## src/rtl/ctt_pkg.sv

```systemverilog
// Shared constants and types for the core tick timer block.
package ctt_pkg;
    // ------------------------------------------------------------------
    // Widths and reset values
    // ------------------------------------------------------------------
    localparam int CTT_W = 32;
    localparam int CTT_HWR_N = 4;
    localparam logic [31:0] CTT_COUNT_RST = 32'h0000_0000;
    localparam logic [31:0] CTT_CMP_RST = 32'hFFFF_FFFF;
    localparam logic [3:0] CTT_MASK_RST = 4'h0;
    // ------------------------------------------------------------------
    // System coprocessor register selectors
    // ------------------------------------------------------------------
    localparam logic [2:0] CTT_SEL_COUNT = 3'h0;
    localparam logic [2:0] CTT_SEL_CMP = 3'h1;
    localparam logic [2:0] CTT_SEL_MASK = 3'h2;
    localparam logic [2:0] CTT_SEL_HALT = 3'h3;
    localparam logic [2:0] CTT_SEL_DBG = 3'h4;
    // Hardware register index of the tick counter for user reads.
    localparam logic [1:0] CTT_HWR_COUNT = 2'h2;
    // Counter advances once per this many core clocks.
    localparam int CTT_TICK_DIV = 2;
    typedef enum logic [1:0] {CTT_ACC_NONE, CTT_ACC_READ, CTT_ACC_WRITE} ctt_acc_t;
endpackage

```

## src/rtl/ctt_cnt_if.sv

```systemverilog
// Interface joining the tick counter core to the top module.
`timescale 1ns/1ps
interface ctt_cnt_if;
    logic wr_count;
    logic [31:0] wr_data;
    logic run;
    logic [31:0] count;
    logic tick;
    modport core (
        input wr_count,
        input wr_data,
        input run,
        output count,
        output tick
    );
    modport ctrl (
        output wr_count,
        output wr_data,
        output run,
        input count,
        input tick
    );
endinterface

```

## src/rtl/ctt_counter.sv

```systemverilog
// Tick counter that advances every second core clock.
`timescale 1ns/1ps
module ctt_counter #(
    parameter int W = ctt_pkg::CTT_W
) (
    // Clock and reset
    input wire logic ref_clk,
    input wire logic nrst,
    // Counter control and state
    ctt_cnt_if.core cif
);
    logic phase_r;
    logic phase_nxt;
    logic [W-1:0] count_r;
    logic [W-1:0] count_nxt;
    logic adv;

    // The phase toggles regardless of the pipeline, so the rate is fixed.
    assign adv = cif.run && phase_r;
    assign phase_nxt = cif.run ? ~phase_r : phase_r;
    // A write wins over an advance; counting resumes from the written value.
    assign count_nxt = cif.wr_count ? cif.wr_data[W-1:0] :
                       adv ? count_r + W'(1) : count_r;
    assign cif.count = count_r;
    assign cif.tick = adv;

    always_ff @(posedge ref_clk or negedge nrst) begin
        if (!nrst) begin
            phase_r <= 1'b0;
            count_r <= W'(ctt_pkg::CTT_COUNT_RST);
        end else begin
            phase_r <= cif.wr_count ? 1'b0 : phase_nxt;
            count_r <= count_nxt;
        end
    end
endmodule

```

## src/rtl/ctt_timer.sv

```systemverilog
// Core tick timer: counter, compare, match output and user read gating.
`timescale 1ns/1ps
// What this block does
// - Counter rate independent of instruction progress
// - Halt bit clear: increment every second clock
// - Halt bit set: counter holds its value
// - Counter writable anytime; counting continues from it
// - Debug bit selects counting in debug mode
// - Compare holds last written value only
// - Counter equal compare asserts match output
// - Match stays asserted until compare written
// - Compare write clears pending match
// - Compare register readable for diagnostics
// - Match output routable to core interrupt input
// - Access mask gates user hardware reads
module ctt_timer #(
    parameter int W = ctt_pkg::CTT_W,
    parameter int HWR_N = ctt_pkg::CTT_HWR_N
) (
    // Clock and reset
    input wire logic ref_clk,
    input wire logic nrst,
    // System coprocessor moves, privileged
    input wire logic cop_wr,
    input wire logic cop_rd,
    input wire logic [2:0] cop_sel,
    input wire logic [31:0] cop_wdata,
    output logic [31:0] cop_rdata,
    // User hardware register reads
    input wire logic hwr_rd,
    input wire logic [1:0] hwr_idx,
    input wire logic user_mode,
    output logic [31:0] hwr_rdata,
    output logic hwr_ri_exc,
    // Core state
    input wire logic debug_mode,
    // Timer interrupt
    output logic timer_match_irq
);
    ctt_cnt_if cif ();

    logic counter_halt_bit_r;
    logic debug_tick_enable_r;
    logic [W-1:0] cmp_r;
    logic [HWR_N-1:0] hw_reg_access_mask_r;
    logic irq_r;
    logic irq_nxt;
    logic [31:0] cop_rdata_r;
    logic [31:0] cop_rdata_nxt;
    logic [31:0] hwr_rdata_r;
    logic [31:0] hwr_rdata_nxt;
    logic ri_r;
    logic ri_nxt;
    logic wr_cmp;
    logic wr_mask;
    logic wr_halt;
    logic wr_dbg;
    logic match;
    logic hwr_ok;

    // ------------------------------------------------------------------
    // Decode
    // ------------------------------------------------------------------
    function automatic logic sel_hit(input logic en, input logic [2:0] s, input logic [2:0] t);
        return en && (s == t);
    endfunction

    assign cif.wr_count = sel_hit(cop_wr, cop_sel, ctt_pkg::CTT_SEL_COUNT);
    assign cif.wr_data = cop_wdata;
    assign wr_cmp = sel_hit(cop_wr, cop_sel, ctt_pkg::CTT_SEL_CMP);
    assign wr_mask = sel_hit(cop_wr, cop_sel, ctt_pkg::CTT_SEL_MASK);
    assign wr_halt = sel_hit(cop_wr, cop_sel, ctt_pkg::CTT_SEL_HALT);
    assign wr_dbg = sel_hit(cop_wr, cop_sel, ctt_pkg::CTT_SEL_DBG);
    // Debug mode stops the counter only when the debug bit says so.
    assign cif.run = !counter_halt_bit_r && (!debug_mode || debug_tick_enable_r);

    ctt_counter #(.W(W)) u_cnt (
        .ref_clk(ref_clk),
        .nrst(nrst),
        .cif(cif)
    );

    // ------------------------------------------------------------------
    // Compare and match
    // ------------------------------------------------------------------
    // The compare being overwritten must not raise a match in the write cycle.
    assign match = (cif.count == cmp_r) && !wr_cmp;
    // Match sets and holds; only a compare write clears it. A match landing in
    // the write cycle is against the old value and is dropped on purpose.
    assign irq_nxt = wr_cmp ? 1'b0 : (irq_r || match);

    // ------------------------------------------------------------------
    // Read paths
    // ------------------------------------------------------------------
    always_comb begin
        case (cop_sel)
            ctt_pkg::CTT_SEL_COUNT: cop_rdata_nxt = cif.count;
            ctt_pkg::CTT_SEL_CMP: cop_rdata_nxt = cmp_r;
            ctt_pkg::CTT_SEL_MASK: cop_rdata_nxt = {{(32-HWR_N){1'b0}}, hw_reg_access_mask_r};
            ctt_pkg::CTT_SEL_HALT: cop_rdata_nxt = {31'h0000_0000, counter_halt_bit_r};
            ctt_pkg::CTT_SEL_DBG: cop_rdata_nxt = {31'h0000_0000, debug_tick_enable_r};
            default: cop_rdata_nxt = 32'h0000_0000;
        endcase
        if (!cop_rd) begin
            cop_rdata_nxt = cop_rdata_r;
        end
    end

    // Kernel code always reads; user code only where the mask bit is set.
    assign hwr_ok = !user_mode || hw_reg_access_mask_r[hwr_idx];
    assign ri_nxt = hwr_rd && !hwr_ok;
    assign hwr_rdata_nxt = !(hwr_rd && hwr_ok) ? hwr_rdata_r :
                           (hwr_idx == ctt_pkg::CTT_HWR_COUNT) ? cif.count : 32'h0000_0000;

    // ------------------------------------------------------------------
    // Registers
    // ------------------------------------------------------------------
    always_ff @(posedge ref_clk or negedge nrst) begin
        if (!nrst) begin
            counter_halt_bit_r <= 1'b0;
            debug_tick_enable_r <= 1'b0;
            hw_reg_access_mask_r <= HWR_N'(ctt_pkg::CTT_MASK_RST);
            cmp_r <= W'(ctt_pkg::CTT_CMP_RST);
        end else begin
            if (wr_halt) counter_halt_bit_r <= cop_wdata[0];
            if (wr_dbg) debug_tick_enable_r <= cop_wdata[0];
            if (wr_mask) hw_reg_access_mask_r <= cop_wdata[HWR_N-1:0];
            if (wr_cmp) cmp_r <= cop_wdata[W-1:0];
        end
    end

    always_ff @(posedge ref_clk or negedge nrst) begin
        if (!nrst) begin
            irq_r <= 1'b0;
            cop_rdata_r <= 32'h0000_0000;
            hwr_rdata_r <= 32'h0000_0000;
            ri_r <= 1'b0;
        end else begin
            irq_r <= irq_nxt;
            cop_rdata_r <= cop_rdata_nxt;
            hwr_rdata_r <= hwr_rdata_nxt;
            ri_r <= ri_nxt;
        end
    end

    assign timer_match_irq = irq_r;
    assign cop_rdata = cop_rdata_r;
    assign hwr_rdata = hwr_rdata_r;
    assign hwr_ri_exc = ri_r;

    // ------------------------------------------------------------------
    // Check helpers
    // ------------------------------------------------------------------
    // Run edges taken since the last advance or counter write. It is kept
    // apart from the counter's own phase bit so that the checks below do
    // not simply repeat the logic that they guard.
    // It saturates rather than wraps, so a stuck counter keeps failing.
    logic [1:0] gap_r;
    logic [1:0] gap_nxt;
    logic gap_clr;
    logic gap_inc;

    assign gap_clr = cif.wr_count || cif.tick;
    assign gap_inc = cif.run && (gap_r != 2'h3);
    assign gap_nxt = gap_clr ? 2'h0 : (gap_inc ? gap_r + 2'h1 : gap_r);

    always_ff @(posedge ref_clk or negedge nrst) begin
        if (!nrst) begin
            gap_r <= 2'h0;
        end else begin
            gap_r <= gap_nxt;
        end
    end
endmodule

```

## config.mk

```make
export PLATFORM = sky130hd
export DESIGN_NAME = ctt_timer
export DESIGN_NICKNAME = d
export VERILOG_FILES = /design/src/rtl/ctt_pkg.sv /design/src/rtl/ctt_cnt_if.sv /design/src/rtl/ctt_counter.sv /design/src/rtl/ctt_timer.sv
export SDC_FILE = /design/constraint.sdc
export NUM_CORES = 1
export LEC_CHECK = 0
export ABC_AREA = 1
export BUFFER_PORTS_ARGS = -buffer_cell sky130_fd_sc_hd__buf_2
export CORE_ASPECT_RATIO = 1.75
export CORE_MARGIN = 10
export CORE_UTILIZATION = 40
export CTS_BUF_LIST = sky130_fd_sc_hd__clkbuf_8
export DETAILED_ROUTE_END_ITERATION = 7
export REMOVE_ABC_BUFFERS = 1
export SYNTH_ARGS = -nofsm -noshare
export SYNTH_HDL_FRONTEND = slang
export SYNTH_SLANG_ARGS = --single-unit
```

## constraint.sdc

```tcl
create_clock -name ref_clk -period 2.48 [get_ports ref_clk]
set_input_delay 0 -clock ref_clk [delete_from_list [all_inputs] [get_ports ref_clk]]
set_output_delay 0 -clock ref_clk [all_outputs]
set_load 0.05 [all_outputs]
```

==> metrics.md, run 1 <==
| Metric | Value |
|---|---|
| Status | `completed` |
| Critical setup path kind | `reg -> reg` |
| Dominant register cell in the synthesized netlist | `dfrtp_1` |
| Number of antenna violations at the first check in global routing | `0` |
| CTS Root Cell | `clkbuf_8` |
| Hold Path Stages | `4` |
| Multi-input gate area | `around 3200 um^2` |
| Clock buffer count from CTS | `17` |
| Clk slew on worst S/H paths | `90 ps` |
| Mean instance size in the synthesized netlist | `7.88 um^2` |
| Signal arrival time at the worst endpoint | `approximately 2100 ps` |
| Startpoint class of the critical path | `flop` |
| Data required time of the critical path | `2870 ps` |
| FF-to-FF End | `hwr_rdata[0]` |
| Proportion of register bits with asynchronous set or reset after synthesis | `100%` |
| H-tree Lvls | `4` |
| Cell with the most instances after synthesis | `nand2_1` |
| Number of input and output port buffers inserted | `109` |
| Logic depth of the worst register-to-register path | `8` |
| Overall Global Routing Usage | `18.7%` |
| Time the worst path needs with I/O delays and setup | `1740 ps` |
| Number of ports placed on the die boundary | `110` |
| Hold Violations, Final | `0` |
| Unrepaired setup endpoints after global routing | `no` |
| F_max | `0.574 GHz` |
| Half-perimeter wire length after placement | `16500 um` |
| Clock latency on the worst-skew pair | `470 ps` |
| Placement Rows | `66` |
| Post-Synthesis Cell Area | `7460 um^2` |
| Via count of the first global-routing pass | `6670` |
| Total of hold buffers inserted after clock tree synthesis | `41` |
| Routability congestion estimate from global placement | `0.874` |
| CP Capture Type | `flop` |
| Number of max-cap violations | `0` |
| Worst reg2reg startpoint | `hw_reg_access_mask_r[3]` |
| Ratio of routed vias to standard cells | `4.92` |
| Max-slew violation total from the final report | `0` |
| CTS Sinks | `137` |
| Maximum vdd drop | `0.356 mV` |
| Total congestion overflow after global routing | `0` |
| Area fraction of the dominant cell type after synthesis | `35.2%` |
| Largest cells by area after synthesis | `dfrtp_1, nand2_1, dfstp_2, inv_1, nand3_1` |
| Final period util | `70.3%` |
| Horiz. Die Dim | `roughly 120 um` |
| Tightest hold margin | `69.0 ps` |
| Area growth syn-to-layout | `19.8%` |
| Setup slack of the worst register-to-register path | `740 ps` |
| Storage cell area | `3470 um^2` |
| Final setup violation count | `0` |
| Worst Hold Launch | `cop_rd` |
| Average detailed-routed wire length per instance | `16.8 um` |
| Largest fanout of any net on the critical path | `38` |
| Transition at the pin with the smallest max-transition slack | `729 ps` |
| Wire length of the first global-routing pass | `approximately 36000 um` |
| Nets | `1130` |
| Post-route DRC violation count | `0` |
| Full die area | `24700 um^2` |
| Vertical die dimension | `201 um` |
| Number of instances in the synthesized netlist | `947` |
| Ant. Diodes | `0` |
| Setup TNS | `0 ps` |
| Hold EP | `cop_rdata[24]` |
| Pin count of the biggest net entering global routing | `between 70 and 80` |
| Post-cts gate resize count | `0` |
| Bufs on Longest Clock Path | `2` |
| Count of cell types in the netlist | `41` |
| Type of the tightest min-delay check | `in -> reg` |
| Count of flip-flops with a built-in enable after synthesis | `0` |
| Total vias in the final route | `about 6600` |
| Cell area power density | `between 900 and 1000 nW/um^2` |
| Most area-hungry cell type in the Yosys netlist | `dfrtp_1` |
| Yosys warning total | `0` |
| DR iter-0 viols | `385` |
| Max-slew headroom | `between 50 and 60%` |
| CTS tree | `yes` |
| Share of the yosys chip area belonging to registers | `~46%` |
| Fraction of layout instances using a drive strength above 1 | `20.9%` |
| Fill cell total of the finished layout | `1914` |
| Total Routed Length | `22500 um` |
| Number of nets with antenna violations after routing | `0` |
| Core region area | `~18000 um^2` |
| Flops & latches, synth | `between 100 and 150` |
| Effective utilization at floorplan | `40.4%` |
| Post-CTS setup repair buffer count | `0` |
| Worst-case clock skew | `approximately 16 ps` |
| Leakage | `4.40 nW` |
| Number of optimization iterations in the first detailed-route pass | `5` |
| Most numerous cell types in the synthesized netlist | `nand2_1, inv_1, dfrtp_1` |
[cells in the final DEF, fill, tap and decap left out, types with 21 or more instances in the layout]
| cell | netlist | layout |
|---|---|---|
| nand3_1 | 62 | 62 |
| buf_2 | 10 | 108 |
| dlygate4sd3_1 | 0 | 41 |
| xnor2_1 | 23 | 23 |
| inv_1 | 114 | 116 |
| nand2_1 | 324 | 324 |
| nor2_1 | 43 | 42 |
| dfstp_2 | 32 | 32 |
| o22ai_1 | 21 | 21 |
| dfrtp_1 | 105 | 105 |
| o21ai_0 | 61 | 61 |
[sequential cells by signal, summed over array words and instances (netlist names)]
name and count:
u_cnt.phase_r 1, cmp_r 32, hwr_ri_exc 1, cop_rdata 32
counter_halt_bit_r 1, hwr_rdata 32, hw_reg_access_mask_r 4, timer_match_irq 1
debug_tick_enable_r 1, u_cnt.cif.count 32
[where the power goes]
part	switching (mW)	internal [mW]	total, mW
combinational	1.74	0.870	2.61
sequential	0.631	2.79	3.42
clock	0.929	1.11	2.04
total	3.30	4.77	8.07
[worst max-delay path, stage by stage (launching register included)]
cell	delay (ps)
dfrtp_1	390
inv_1	50
a21oi_1	100
o21ai_1	70
nand3_1	80
and2_2	480
buf_12	270
nand3_1	110
o21ai_1	100
[worst max path at each step]
stage / start / cells after the start / slack (ps) / end
after floorplan: hw_reg_access_mask_r[3] / 7 / 510 / hwr_rdata[0]
after global placement: hw_reg_access_mask_r[3] / 8 / 750 / hwr_rdata[0]
after detailed placement: hw_reg_access_mask_r[3] / 8 / 750 / hwr_rdata[14]
after CTS: hw_reg_access_mask_r[3] / 8 / 730 / hwr_rdata[0]
after global routing: hw_reg_access_mask_r[3] / 8 / 570 / hwr_rdata[28]
final: hw_reg_access_mask_r[3] / 8 / 740 / hwr_rdata[0]
[cell type report]
| type | instances | share of cell area, % |
|---|---|---|
| well taps | 238 | 3.33 |
| clock inverters | 14 | 2.04 |
| repair buffers | 161 | 12.0 |
| clock buffers | 18 | 2.77 |
| multi-input cells | 647 | 36.0 |
| inverters | 121 | 5.11 |
| flip-flops and latches | 137 | 38.8 |
[metrics by stage]
stage          instance area (um^2)  total power, mW  cells  worst slack (ps)  util [%]
6_report                       8940             8.07   1336               736      48.3
5_1_grt                        8940             8.58   1336               568      48.3
4_1_cts                        8940             8.14   1336               734      48.3
3_5_place_dp                   8100             6.03   1263               745      43.8
3_3_place_gp                   8100             6.00   1263               752      43.8
2_1_floorplan                  7140             5.14    905               512         -
[layer usage]
layer | vias up | wire length, um | global-route usage [%] | part of all wire (%)
li1 | 3261 | - | - | -
met1 | 3127 | 8610 | 20.4 | 38
met2 | 149 | 12400 | 34.0 | 55
met3 | 40 | 801 | 3.10 | 3.6
met4 | 0 | 687 | 7.77 | 3.1
met5 | - | 0 | 0 | 0
[cell families after synthesis]
group / Yosys count / share of synthesized area (%)
flip-flops: 137 / 46.5
buffers and inverters: 163 / 10.5
XOR/XNOR: 40 / 4.69
AO/OA/AOI/OAI: 137 / 10.9
AND/OR/NAND/NOR: 469 / 27.3
adder cells (fa/ha/maj): 1 / 0.168
Power figures use the tool's default switching activity.
==> inputs of run 2 (changes only) <==
--- a/config.mk
+++ b/config.mk
@@ -5,7 +5,7 @@
 export SDC_FILE = /design/constraint.sdc
 export NUM_CORES = 1
 export LEC_CHECK = 0
-export ABC_AREA = 1
+export ABC_AREA = 0
 export BUFFER_PORTS_ARGS = -buffer_cell sky130_fd_sc_hd__buf_2
 export CORE_ASPECT_RATIO = 1.75
 export CORE_MARGIN = 10
==> constraint.sdc (replaced) <==
create_clock -name ref_clk -period 1.78 [get_ports ref_clk]
set_input_delay 0 -clock ref_clk [delete_from_list [all_inputs] [get_ports ref_clk]]
set_output_delay 0 -clock ref_clk [all_outputs]
set_load 0.05 [all_outputs]
==> run 2 against run 1 <==
  * The flow now finishes with violations (negative setup slack)
  * Power up 34%
  * Clock skew up 4.3 ps
  * Critical endpoint is now u_cnt.cif.count[31]
  * Highest routed layer unchanged
  * Non-clock buffer count up 47
==> metrics.md, run 2 <==
| Metric | Value |
|---|---|
| CTS tree | `yes` |
| Yosys warning total | `0` |
| Average detailed-routed wire length per instance | `17.7 um` |
| Nets | `885` |
| Maximum vdd drop | `0.509 mV` |
| Hold Violations, Final | `0` |
| Time the worst path needs with I/O delays and setup | `approximately 1800 ps` |
| Total congestion overflow after global routing | `0` |
| Cell with the most instances after synthesis | `dfrtp_1` |
| Fin worst setup slack | `-4.09 ps` |
| Number of antenna violations at the first check in global routing | `0` |
| Share of the yosys chip area belonging to registers | `between 50% and 60%` |
| Largest fanout of any net on the critical path | `2` |
| Number of nets with antenna violations after routing | `0` |
| Most area-hungry cell type in the Yosys netlist | `dfrtp_1` |
| Status | `finished with violations` |
| Half-perimeter wire length after placement | `between 10000 and 15000 um` |
| Clock buffer count from CTS | `17` |
| Failing checks | `negative setup slack` |
| Placement Rows | `62` |
| Effective utilization at floorplan | `between 40 and 50%` |
| H-tree Lvls | `4` |
| Number of max-cap violations | `0` |
| Vertical die dimension | `191 um` |
| Final setup violation count | `1` |
| Transition at the pin with the smallest max-transition slack | `598 ps` |
| Post-route DRC violation count | `0` |
| Dominant register cell in the synthesized netlist | `dfrtp_1` |
| Final period util | `100%` |
| Fraction of layout instances using a drive strength above 1 | `35.1%` |
| Proportion of register bits with asynchronous set or reset after synthesis | `100%` |
| Largest cells by area after synthesis | `dfrtp_1, dfstp_2, xnor2_1, mux2_2, nand2_1` |
| Clk slew on worst S/H paths | `90 ps` |
| Worst-case clock skew | `20.6 ps` |
| Flops & latches, synth | `137` |
| Overall Global Routing Usage | `17.1%` |
| Logic depth of the worst register-to-register path | `5` |
| F_max | `0.561 GHz` |
| Worst Hold Launch | `cop_sel[0]` |
| Cell area power density | `1240 nW/um^2` |
| Max-slew headroom | `60.2%` |
| CTS Sinks | `around 140` |
| Type of the tightest min-delay check | `in -> reg` |
| Most frequent standard cell in the layout excluding fill and tap cells | `buf_2` |
| Via count of the first global-routing pass | `6147` |
| Core region area | `16400 um^2` |
| CTS Root Cell | `clkbuf_8` |
| Count of flip-flops with a built-in enable after synthesis | `0` |
| Setup slack of the worst register-to-register path | `-4 ps` |
| Pin count of the biggest net entering global routing | `92` |
| PnR Total Power | `10.8 mW` |
| CP Capture Type | `flop` |
| Bufs on Longest Clock Path | `2` |
| Top library cells by usage in the layout, fill and taps aside | `buf_2, dfrtp_1, nand2_1, xnor2_1, buf_4` |
| Hold EP | `counter_halt_bit_r` |
| Horiz. Die Dim | `about 120 um` |
| Number of ports placed on the die boundary | `110` |
| Routability congestion estimate from global placement | `0.904` |
| Max-slew violation total from the final report | `0` |
| Count of cell types in the netlist | `42` |
| Startpoint class of the critical path | `flop` |
| Total Routed Length | `between 15000 and 20000 um` |
| Total vias in the final route | `between 5000 and 6000` |
| Area fraction of the dominant cell type after synthesis | `39.1%` |
| Ratio of routed vias to standard cells | `5.13` |
| Clock latency on the worst-skew pair | `460 ps` |
| Hold Path Stages | `3` |
| Unrepaired setup endpoints after global routing | `yes` |
| Leakage | `3.71 nW` |
| Worst reg2reg startpoint | `u_cnt.cif.count[15]` |
| Final standard cell utilization of the core | `between 50 and 60%` |
| Full die area | `22600 um^2` |
| DR iter-0 viols | `300` |
| Critical setup path kind | `reg -> reg` |
| Mean instance size in the synthesized netlist | `10.1 um^2` |
| Post-Synthesis Cell Area | `just under 7000 um^2` |
| Area growth syn-to-layout | `29.8%` |
| Data required time of the critical path | `around 2200 ps` |
| Ant. Diodes | `0` |
| Number of instances in the synthesized netlist | `between 600 and 700` |
| Most numerous cell types in the synthesized netlist | `dfrtp_1, nand2_1, xnor2_1` |
| FF-to-FF End | `u_cnt.cif.count[31]` |
| Signal arrival time at the worst endpoint | `2160 ps` |
| Number of optimization iterations in the first detailed-route pass | `4` |
| Number of input and output port buffers inserted | `109` |
| Wire length of the first global-routing pass | `about 31000 um` |
## run 2: cell types whose count changed in the layout (fill, tap and decap cells not counted), sizes merged, moves of 39 or more
cell | previous run | this run
mux2 | 0 | 39
nand3 | 64 | 11
o21ai | 87 | 34
xnor2 | 23 | 62
inv | 122 | 40
buf | 120 | 167
nand2 | 333 | 79
## run 2: worst max path at each step
stage                              from             endpoint  slack [ps]  depth (start not counted)
global placement    u_cnt.cif.count[17]  u_cnt.cif.count[31]         -30                          5
global route         counter_halt_bit_r  u_cnt.cif.count[31]         -90                          5
floorplan                    cop_sel[1]  u_cnt.cif.count[31]       -1730                          4
finish              u_cnt.cif.count[15]  u_cnt.cif.count[31]          -4                          5
detailed placement  u_cnt.cif.count[17]  u_cnt.cif.count[31]         -50                          5
CTS                  u_cnt.cif.count[7]  u_cnt.cif.count[31]           2                          5
## run 2: power by group
part / internal (mW) / total [mW] / switching [mW]
clock network: 1.47 / 2.77 / 1.30
logic: 1.53 / 3.73 / 2.20
registers: 3.83 / 4.29 / 0.467
total: 6.83 / 10.8 / 3.97
## run 2: kinds of logic after synthesis
group,Yosys count,share of synthesized area (%)
multiplexers,44,7.47
XOR/XNOR,63,8.21
AND/OR/NAND/NOR,195,14.1
flip-flops,137,51.6
AO/OA/AOI/OAI,135,11.9
adder cells (fa/ha/maj),1,0.186
buffers and inverters,93,6.57
## run 2: cell type report
class / count / area (um^2)
clock buffers: 19 / 262
clock inverters: 13 / 169
fillers: 1524 / 7720
inverters: 38 / 143
multi-input cells: 438 / 2940
flip-flops and latches: 137 / 3470
well taps: 224 / 280
repair buffers: 208 / 1460
## run 2: repair_timing
action                                  in CTS  in global routing
gates resized for setup                      3                 16
hold endpoints to repair                   204                  0
pin swaps                                    4                  4
endpoints found under the setup margin       2                 16
hold buffers                                41                  0
setup buffers                                0                  5
## run 2: layer usage
layer / GRT usage, % / vias to the layer above / wire length, um
met3: 3.01 / 34 / 628
met4: 8.07 / 0 / 561
li1: - / 2646 / -
met5: 0 / - / 0
met2: 32.2 / 129 / 10600
met1: 18.1 / 2712 / 7350
## run 2: per-stage QoR
stage	worst slack (ps)	cells	hold WS, ps	instance area, um^2	TNS (ps)
2_1_floorplan	-1730	613	-296	6420	-153490
6_report	-4.09	1077	44.3	8730	-4.09
4_1_cts	1.72	1072	25.9	8590	0
3_5_place_dp	-47.9	999	68.1	7740	-57.9
5_1_grt	-90.8	1077	38.2	8730	-97.0
3_3_place_gp	-25.5	999	50.8	7740	-25.5
## run 2: worst max-delay path: stages, from the launching register on
cell and delay (ps):
dfrtp_1 370, and4_4 270, nand4_4 110, or3_4 400, or4_1 400, a31oi_1 170
